`src/core/dic_pkg.sv`:
```
// Shared constants and types for the digital input conditioning block
package dic_pkg;

    // Timing
    localparam int CLK_PERIOD_NS = 10;
    localparam int SAMPLE_PERIOD_NS = 1000000;
    localparam int SAMPLE_CYCLES = SAMPLE_PERIOD_NS / CLK_PERIOD_NS;

    // Object addresses of the configuration port
    localparam logic [15:0] IDX_CFG = 16'h3240;
    localparam logic [15:0] IDX_MAP = 16'h3242;
    localparam logic [15:0] IDX_STATUS = 16'h60fd;
    localparam logic [7:0] SUB_COUNT = 8'h00;
    localparam logic [7:0] SUB_FN_ENABLE = 8'h01;
    localparam logic [7:0] SUB_INVERT = 8'h02;
    localparam logic [7:0] SUB_FORCE_EN = 8'h03;
    localparam logic [7:0] SUB_FORCE_VAL = 8'h04;
    localparam logic [7:0] SUB_RAW = 8'h05;
    localparam logic [7:0] SUB_RANGE = 8'h06;
    localparam logic [7:0] SUB_ROUTE_EN = 8'h08;
    localparam logic [7:0] MAP_ENTRIES = 8'h20;

    // Status word layout
    localparam int FN_NEG_LIMIT = 0;
    localparam int FN_POS_LIMIT = 1;
    localparam int FN_HOME = 2;
    localparam int FN_INTERLOCK = 3;
    localparam int LEVEL_BASE = 16;
    localparam int MAX_INPUTS = 16;

    // Routing source codes
    localparam int SRC_INV_BIT = 7;
    localparam logic [6:0] SRC_CONST = 7'h00;
    localparam logic [6:0] SRC_PHYS_FIRST = 7'h01;
    localparam logic [6:0] SRC_PHYS_LAST = 7'h10;
    localparam logic [6:0] SRC_HALL_U = 7'h41;
    localparam logic [6:0] SRC_HALL_W = 7'h43;
    localparam logic [6:0] SRC_ENC_A = 7'h44;
    localparam logic [6:0] SRC_ENC_IDX = 7'h46;

    // Reset values
    localparam logic [31:0] CFG_RESET = 32'h0000_0000;
    localparam logic PERMIT_RESET = 1'b1;

    typedef struct packed {
        logic valid;
        logic write;
        logic [15:0] index;
        logic [7:0] sub;
        logic [31:0] wdata;
    } dic_obj_req_t;

    typedef struct packed {
        logic ack;
        logic err;
        logic [31:0] rdata;
    } dic_obj_rsp_t;

    typedef struct packed {
        logic [31:0] fnEnable;
        logic [31:0] invert;
        logic [31:0] forceEn;
        logic [31:0] forceVal;
        logic [31:0] rangeSel;
        logic routeEn;
        logic [31:0][7:0] routeTab;
        logic [31:0] status;
        logic permit;
        logic fault;
        dic_obj_rsp_t rsp;
    } dic_state_t;

    localparam dic_state_t STATE_RESET = '{
        fnEnable: CFG_RESET, invert: CFG_RESET, forceEn: CFG_RESET,
        forceVal: CFG_RESET, rangeSel: CFG_RESET, permit: PERMIT_RESET,
        default: '0};

endpackage

```
`src/core/dic_input_conditioning.sv`:
```
// Digital input conditioning: forcing, inversion, special functions, routing
//
// Notes on behaviour
// - Physical inputs are sampled once per millisecond; shorter pulses may vanish.
// - Function enable bits: 0 negative limit, 1 positive limit, 2 home, 3 interlock.
// - Function enable word never touches level bits 16 to 31.
// - Every configuration word except routing enable acts per bit; bit n-1 belongs to input n.
// - Invert bit 0 reports high as 1, bit 1 reports high as 0.
// - Force enable bit set replaces the sampled level with a software value.
// - The forced value comes from the matching bit of the force value word.
// - Raw word returns sampled levels before forcing, inversion and routing.
// - Range bit selects threshold: 0 is 5 V, 1 is 24 V.
// - Input 1: bit 0 is negative limit result, bit 16 its level.
// - Writing 1 to routing enable subindex 08 turns routing on.
// - While routing, invert, force enable and force value are ignored; enable still gates the interlock.
// - Turning routing on loads defaults that keep the inputs behaving unchanged.
// - Table entry k selects the source of status bit k-1.
// - Codes: 00 zero, 01-10 inputs, 41-43 Hall, 44-46 encoder.
// - Code bit 7 inverts; 80 gives one, 81 to C6 inverted sources.
// - Status bit 3 high permits motion; low raises the interlock fault.
// - Interlock acts only with function enable bit 3 set.
// - Functions sit in bits 0 to 15, input n level at 15+n.
`timescale 1ns/100ps
`default_nettype none
module dic_input_conditioning #(
    parameter int NUM_IN = 4,
    parameter int SAMPLE_CYCLES = dic_pkg::SAMPLE_CYCLES
) (
    input wire logic clk_sys,
    input wire logic rst_b,
    input wire logic [NUM_IN-1:0] pinIn,
    input wire logic [2:0] hallIn,
    input wire logic [2:0] encIn,
    input wire dic_pkg::dic_obj_req_t objReq,
    output dic_pkg::dic_obj_rsp_t objRsp,
    output logic [31:0] statusWord,
    output logic [NUM_IN-1:0] thresholdSel,
    output logic motionPermit,
    output logic interlockFault
);
    localparam int SW = NUM_IN + 6;

    dic_pkg::dic_state_t st;
    dic_pkg::dic_state_t nx;
    logic [SW-1:0] sampled;
    logic sampleTick;
    logic [NUM_IN-1:0] normLevel;
    logic [31:0] normStatus;
    logic [31:0] routeStatus;
    logic [31:0][7:0] defTab;
    logic [dic_pkg::MAX_INPUTS-1:0] physPad;
    logic [2:0] hallS;
    logic [2:0] encS;
    logic [31:0] rawWord;

    // Hall and encoder lines go through the same sampler so all sources share one timebase
    dic_sampler #(
        .WIDTH(SW),
        .PERIOD(SAMPLE_CYCLES)
    ) u_sampler (
        .clk_sys(clk_sys),
        .rst_b(rst_b),
        .asyncIn({encIn, hallIn, pinIn}),
        .sampled(sampled),
        .tick(sampleTick)
    );

    assign hallS = sampled[NUM_IN +: 3];
    assign encS = sampled[NUM_IN + 3 +: 3];
    assign physPad = dic_pkg::MAX_INPUTS'(sampled[NUM_IN-1:0]);
    assign rawWord = 32'(sampled[NUM_IN-1:0]);

    function automatic logic srcValue(
        input logic [7:0] code,
        input logic [dic_pkg::MAX_INPUTS-1:0] phys,
        input logic [2:0] hall,
        input logic [2:0] enc
    );
        logic [6:0] sel;
        logic v;
        sel = code[6:0];
        v = 1'b0;
        if (sel >= dic_pkg::SRC_PHYS_FIRST && sel <= dic_pkg::SRC_PHYS_LAST) begin
            v = phys[4'(sel - dic_pkg::SRC_PHYS_FIRST)];
        end else if (sel >= dic_pkg::SRC_HALL_U && sel <= dic_pkg::SRC_HALL_W) begin
            v = hall[2'(sel - dic_pkg::SRC_HALL_U)];
        end else if (sel >= dic_pkg::SRC_ENC_A && sel <= dic_pkg::SRC_ENC_IDX) begin
            v = enc[2'(sel - dic_pkg::SRC_ENC_A)];
        end
        return v ^ code[dic_pkg::SRC_INV_BIT];
    endfunction

    // Normal-mode level per input
    for (genvar i = 0; i < NUM_IN; i++) begin : g_in
        logic picked;
        assign picked = st.forceEn[i] ? st.forceVal[i] : sampled[i];
        assign normLevel[i] = picked ^ st.invert[i];
    end

    always_comb begin
        normStatus = '0;
        normStatus[NUM_IN-1:0] = normLevel & st.fnEnable[NUM_IN-1:0];
        normStatus[dic_pkg::LEVEL_BASE +: NUM_IN] = normLevel;
    end

    // Routed status bits and the defaults that mimic normal mode
    for (genvar k = 0; k < 32; k++) begin : g_map
        localparam int N = (k >= dic_pkg::LEVEL_BASE) ? k - dic_pkg::LEVEL_BASE : k;
        assign routeStatus[k] = srcValue(st.routeTab[k], physPad, hallS, encS);
        if (N < NUM_IN) begin : g_def
            logic used;
            assign used = (k >= dic_pkg::LEVEL_BASE) ? 1'b1 : st.fnEnable[k];
            // Forced inputs become constants so the switch-over is seamless
            assign defTab[k] = !used ? 8'h00 :
                st.forceEn[N] ? {st.forceVal[N] ^ st.invert[N], dic_pkg::SRC_CONST} :
                {st.invert[N], 7'(N + 1)};
        end else begin : g_none
            assign defTab[k] = 8'h00;
        end
    end

    always_comb begin
        logic [31:0] rdVal;
        logic hit;
        logic ro;
        logic wr;
        logic [4:0] entry;
        rdVal = '0;
        hit = 1'b1;
        ro = 1'b0;
        wr = objReq.valid && objReq.write;
        entry = 5'(objReq.sub - 8'h01);
        nx = st;
        if (objReq.index == dic_pkg::IDX_CFG) begin
            case (objReq.sub)
                dic_pkg::SUB_COUNT: begin
                    rdVal = 32'(dic_pkg::SUB_ROUTE_EN);
                    ro = 1'b1;
                end
                dic_pkg::SUB_FN_ENABLE: begin
                    rdVal = st.fnEnable;
                    if (wr) nx.fnEnable = objReq.wdata;
                end
                dic_pkg::SUB_INVERT: begin
                    rdVal = st.invert;
                    if (wr) nx.invert = objReq.wdata;
                end
                dic_pkg::SUB_FORCE_EN: begin
                    rdVal = st.forceEn;
                    if (wr) nx.forceEn = objReq.wdata;
                end
                dic_pkg::SUB_FORCE_VAL: begin
                    rdVal = st.forceVal;
                    if (wr) nx.forceVal = objReq.wdata;
                end
                dic_pkg::SUB_RAW: begin
                    rdVal = rawWord;
                    ro = 1'b1;
                end
                dic_pkg::SUB_RANGE: begin
                    rdVal = st.rangeSel;
                    if (wr) nx.rangeSel = objReq.wdata;
                end
                dic_pkg::SUB_ROUTE_EN: begin
                    rdVal = {31'h0, st.routeEn};
                    if (wr) begin
                        nx.routeEn = objReq.wdata[0];
                        // Only the off-to-on edge reloads; rewriting 1 keeps the user table
                        if (objReq.wdata[0] && !st.routeEn) nx.routeTab = defTab;
                    end
                end
                default: hit = 1'b0;
            endcase
        end else if (objReq.index == dic_pkg::IDX_MAP) begin
            if (objReq.sub == dic_pkg::SUB_COUNT) begin
                rdVal = 32'(dic_pkg::MAP_ENTRIES);
                ro = 1'b1;
            end else if (objReq.sub <= dic_pkg::MAP_ENTRIES) begin
                rdVal = 32'(st.routeTab[entry]);
                if (wr) nx.routeTab[entry] = objReq.wdata[7:0];
            end else begin
                hit = 1'b0;
            end
        end else if (objReq.index == dic_pkg::IDX_STATUS && objReq.sub == dic_pkg::SUB_COUNT) begin
            rdVal = st.status;
            ro = 1'b1;
        end else begin
            hit = 1'b0;
        end
        if (!hit || ro) begin
            nx.fnEnable = st.fnEnable;
        end
        nx.rsp.ack = objReq.valid;
        nx.rsp.err = objReq.valid && (!hit || (objReq.write && ro));
        nx.rsp.rdata = (objReq.valid && !objReq.write && hit) ? rdVal : '0;

        nx.status = st.routeEn ? routeStatus : normStatus;
        nx.permit = !st.fnEnable[dic_pkg::FN_INTERLOCK] || st.status[dic_pkg::FN_INTERLOCK];
        nx.fault = st.permit && !nx.permit;
    end

    always_ff @(posedge clk_sys or negedge rst_b) begin
        if (!rst_b) begin
            st <= dic_pkg::STATE_RESET;
        end else begin
            st <= nx;
        end
    end

    assign objRsp = st.rsp;
    assign statusWord = st.status;
    assign thresholdSel = st.rangeSel[NUM_IN-1:0];
    assign motionPermit = st.permit;
    assign interlockFault = st.fault;
endmodule
`default_nettype wire

```
`src/core/dic_sampler.sv`:
```
// Input synchroniser and millisecond sampler
`timescale 1ns/100ps
`default_nettype none
module dic_sampler #(
    parameter int WIDTH = 10,
    parameter int PERIOD = dic_pkg::SAMPLE_CYCLES
) (
    input wire logic clk_sys,
    input wire logic rst_b,
    input wire logic [WIDTH-1:0] asyncIn,
    output logic [WIDTH-1:0] sampled,
    output logic tick
);
    localparam int CW = $clog2(PERIOD + 1);

    typedef struct packed {
        logic [WIDTH-1:0] sync1;
        logic [WIDTH-1:0] sync2;
        logic [WIDTH-1:0] samp;
        logic [CW-1:0] cnt;
        logic tick;
    } dic_smp_state_t;

    dic_smp_state_t st_q;
    dic_smp_state_t st_d;

    always_comb begin
        st_d = st_q;
        st_d.sync1 = asyncIn;
        st_d.sync2 = st_q.sync1;
        st_d.tick = 1'b0;
        if (st_q.cnt == CW'(PERIOD - 1)) begin
            // Pulses shorter than a period can fall between samples
            st_d.cnt = '0;
            st_d.samp = st_q.sync2;
            st_d.tick = 1'b1;
        end else begin
            st_d.cnt = st_q.cnt + CW'(1);
        end
    end

    always_ff @(posedge clk_sys or negedge rst_b) begin
        if (!rst_b) begin
            st_q <= '0;
        end else begin
            st_q <= st_d;
        end
    end

    assign sampled = st_q.samp;
    assign tick = st_q.tick;
endmodule
`default_nettype wire

```
`config.mk`:
```
export PLATFORM = sky130hd
export DESIGN_NAME = dic_input_conditioning
export DESIGN_NICKNAME = d
export VERILOG_FILES = /design/src/core/dic_pkg.sv /design/src/core/dic_input_conditioning.sv /design/src/core/dic_sampler.sv
export SDC_FILE = /design/constraint.sdc
export NUM_CORES = 1
export LEC_CHECK = 0
export BUFFER_PORTS_ARGS = -buffer_cell sky130_fd_sc_hd__buf_2
export CAP_MARGIN = 20
export CORE_UTILIZATION = 50
export CTS_BUF_LIST = sky130_fd_sc_hd__clkbuf_4
export DETAILED_ROUTE_END_ITERATION = 12
export PLACE_DENSITY = 0.64
export SYNTH_ARGS = -nofsm -noshare
export SYNTH_HDL_FRONTEND = slang
export SYNTH_SLANG_ARGS = --single-unit
```
`constraint.sdc`:
```
create_clock -name clk_sys -period 3.2 [get_ports clk_sys]
set_input_delay 0.64 -clock clk_sys [delete_from_list [all_inputs] [get_ports clk_sys]]
set_output_delay 0.64 -clock clk_sys [all_outputs]
set_load 0.05 [all_outputs]
```
==> results.sh <==
export IMPL_pwr_share_comb_pct=5.9
export IMPL_grt_max_degree=82
export IMPL_reg2reg_depth=8
export IMPL_die_h_um=255
export IMPL_status="complete, no violations"
export IMPL_synth_edf_count=0
export IMPL_slew_violations=0
export IMPL_min_path_type="input port to register"
export IMPL_multiInputGateArea_um2=17100
export IMPL_min_path_cells=2
export IMPL_totalWireLength_mm=110
export IMPL_max_cap_viol_count=0
export IMPL_worstSetupStartpointType="register"
export IMPL_final_cell_mix="dfrtp_1 (529), o21ai_0 (317), clkbuf_4 (212)"
export IMPL_arrival_ns=3.86
export IMPL_worstMarginPinSlew_ns=1.07
export IMPL_nets=3488
export IMPL_via_per_inst=6.57
export IMPL_final_common_cell="dfrtp_1"
export IMPL_path_clk_slew_ns=0.07
export IMPL_pin_count=142
export IMPL_netlist_area_um2=32100
export IMPL_p_seq_share_pct=48.7
export IMPL_wl_per_cell_um=25.9
export IMPL_fin_tns_setup_ns=0
export IMPL_areaGrowthSynthToFinish_pct=14.0
export IMPL_globalRouteTotalUtil_pct=33.9
export IMPL_clk_latency_ns=0.98
export IMPL_async_flop_share_pct=100
export IMPL_p_per_area_nw_per_um2=379
export IMPL_start_util_pct=50.7
export IMPL_ant_nets=0
export IMPL_clock_fmax_mhz=337
export IMPL_antenna_found_initial=5
export IMPL_p_switching_mw=3.55
export IMPL_fin_crit_ns=2.97
export IMPL_end_kind="register"
export IMPL_hold_viol=0
export IMPL_cts_tree="done"
export IMPL_p_int_mw=10.3
export IMPL_hp_start="objReq[2]"
export IMPL_port_buffers=141
export IMPL_r2r_end="statusWord[23]"
export IMPL_dr_pass1_iters=6
export IMPL_synth_fp_nets=3288
export IMPL_seqCellArea_um2=13300
export IMPL_yosysWarnings=0
export IMPL_grt_pass1_wl_mm=165
export IMPL_post_route_util_pct=57.8
export IMPL_worstPathRequired_ns=4.10
export IMPL_synth_area_per_cell_um2=10.4
export IMPL_grt_pass1_vias=26600
export IMPL_die_area_um2=65100
export IMPL_clkPwrFrac_pct=45.5
export IMPL_final_layout_size_suffix_gt1_share_pct=26.1
export IMPL_place_hpwl_mm=76.9
export IMPL_r2r_setup_slack_ns=0.23
export IMPL_clockBufferDepth=3
export IMPL_dr_total_vias=27900
export IMPL_p_leak_nw=15.9
export IMPL_crit_type="register to register"
export IMPL_switching_share_pct=25.6
export IMPL_max_vdd_ir_drop_mv=0.249
export IMPL_cts_hold_repair_buffers=37
export IMPL_die_w_um=255
export IMPL_clock_skew_ns=0.0511
export IMPL_fin_crit_sh_pct=92.7
export IMPL_route_detailed_drc=0
export IMPL_synth_flop_cell="dfrtp_1"
export IMPL_grt_setup_unrepaired="no"
export IMPL_routabilityCongestion=0.992
export IMPL_postCtsSetupBuffers=0
export IMPL_synthCells=3084
export IMPL_fillers=5325
export IMPL_cts_inserted_buffers=147
export IMPL_slew_headroom_pct=29.0
export IMPL_ys_seq_area_share_pct=41.5
export IMPL_rr_startpoint="u_sampler.sampled[6]"
export IMPL_drt_initial_drc_count=3529
export IMPL_ys_types=88
export IMPL_clock_sinks=532
export IMPL_std_cell_rows=92
export IMPL_worst_path_max_fanout=13
export IMPL_finalSetupViolCount=0
export IMPL_ctsResizeCount=0
export IMPL_synth_ff_latch_count=532
export IMPL_hold_path_end="st[126]"
export IMPL_coreArea_um2=63200
export IMPL_clockRootBuffer="clkbuf_4"
export IMPL_htree_levels=4
export IMPL_grt_overflow_total=0
kinds of logic (layout without fill, tap and decap cells):
family,Yosys count,after routing,share of synthesized area (%)
AO/OA/AOI/OAI,902,902,18.9
AND/OR/NAND/NOR,719,719,12.1
flip-flops,532,532,41.5
buffers and inverters,390,699,5.56
multiplexers,345,345,15.0
adder cells (fa/ha/maj),134,134,5.23
XOR/XNOR,62,62,1.69
other,0,4,0
through the flow:
| stage | hold slack, ns | area, um^2 | worst slack, ns | power [mW] | instances |
|---|---|---|---|---|---|
| after floorplan | 0.331 | 32200 | -0.00836 | 7.21 | 3084 |
| after global placement | 0.332 | 34300 | -0.0446 | 7.63 | 3944 |
| after detailed placement | 0.336 | 34300 | -0.0928 | 7.64 | 3944 |
| after CTS | 0.0631 | 36500 | 0.370 | 14.0 | 4239 |
| after global routing | 0.0929 | 36600 | 0.261 | 14.4 | 4241 |
| final | 0.162 | 36600 | 0.233 | 13.9 | 4243 |
layout make-up:
type / count / share of cell area, %
clock inverter: 46 / 0.828
sequential: 532 / 36.4
multi-input combinational: 2162 / 46.7
timing repair buffer: 346 / 7.76
inverter: 95 / 0.975
tap: 846 / 2.90
antenna: 4 / 0.0274
clock buffer: 212 / 4.35
critical path, cell delays in order (launching register included):
cell     delay [ns]
dfrtp_1        1.04
buf_4          0.39
mux2i_1        0.10
mux2_2         0.27
or3_1          0.30
a21oi_1        0.20
nor3_1         0.07
nor3_1         0.30
buf_4          0.23
routing by layer:
metal	vias to the layer above	GRT usage (%)	routed length (um)
met5	-	0	9
met4	2	17.1	5350
met3	315	7.30	10400
met2	1580	51.8	49800
met1	14000	45.5	44600
li1	12000	-	-
power by group through the flow:
stage	clock (mW)	combinational [mW]	sequential (mW)
finish	6.30	0.816	6.74
global placement	0	0.759	6.87
global route	6.81	0.870	6.74
floorplan	0	0.340	6.87
detailed placement	0	0.771	6.87
CTS	6.43	0.809	6.74
how the worst max path moves through the flow:
stage	cells after the start	from	slack, ns	to
2_1_floorplan	14	objReq[32]	-0.008	st[91]
3_3_place_gp	7	objReq[48]	-0.04	objRsp[0]
3_5_place_dp	7	objReq[48]	-0.09	objRsp[0]
4_1_cts	8	u_sampler.sampled[6]	0.37	statusWord[19]
5_1_grt	6	u_sampler.sampled[6]	0.26	statusWord[14]
6_report	8	u_sampler.sampled[6]	0.23	statusWord[23]
sequential cells by signal, indices dropped and copies added (netlist names), 4 cells and up:
register / cells
objRsp: 34
u_sampler.st_d: 10
statusWord: 32
u_sampler.st_q: 27
u_sampler.sampled: 10
g_map.g_def.used: 4
thresholdSel: 4
st: 409
cells in the mapped netlist, types with 30 or more instances:
master     count  share of area (%)
xor2_1        31               0.85
a22o_1        38                1.0
mux2i_1       76                2.4
a222oi_1      34                1.1
ha_1         134                5.2
nand2_1      180                2.1
xnor2_1       31               0.85
o21ai_0      318                5.0
mux2_2       179                6.3
nor2_1       143                1.7
buf_4         74                1.7
a221oi_1      30               0.82
nor3_1        66                1.0
a21oi_1      103                1.6
dfrtp_1      531                 41
o22ai_1       36               0.70
nand3_1       56               0.87
inv_1         94                1.1
a22oi_1       46                1.1
clkbuf_1     172                2.0
mux4_2        90                6.3
o2bb2ai_1     74                2.0
nand3b_1      45                1.1
Note: power is estimated with default switching activity, not from simulation.
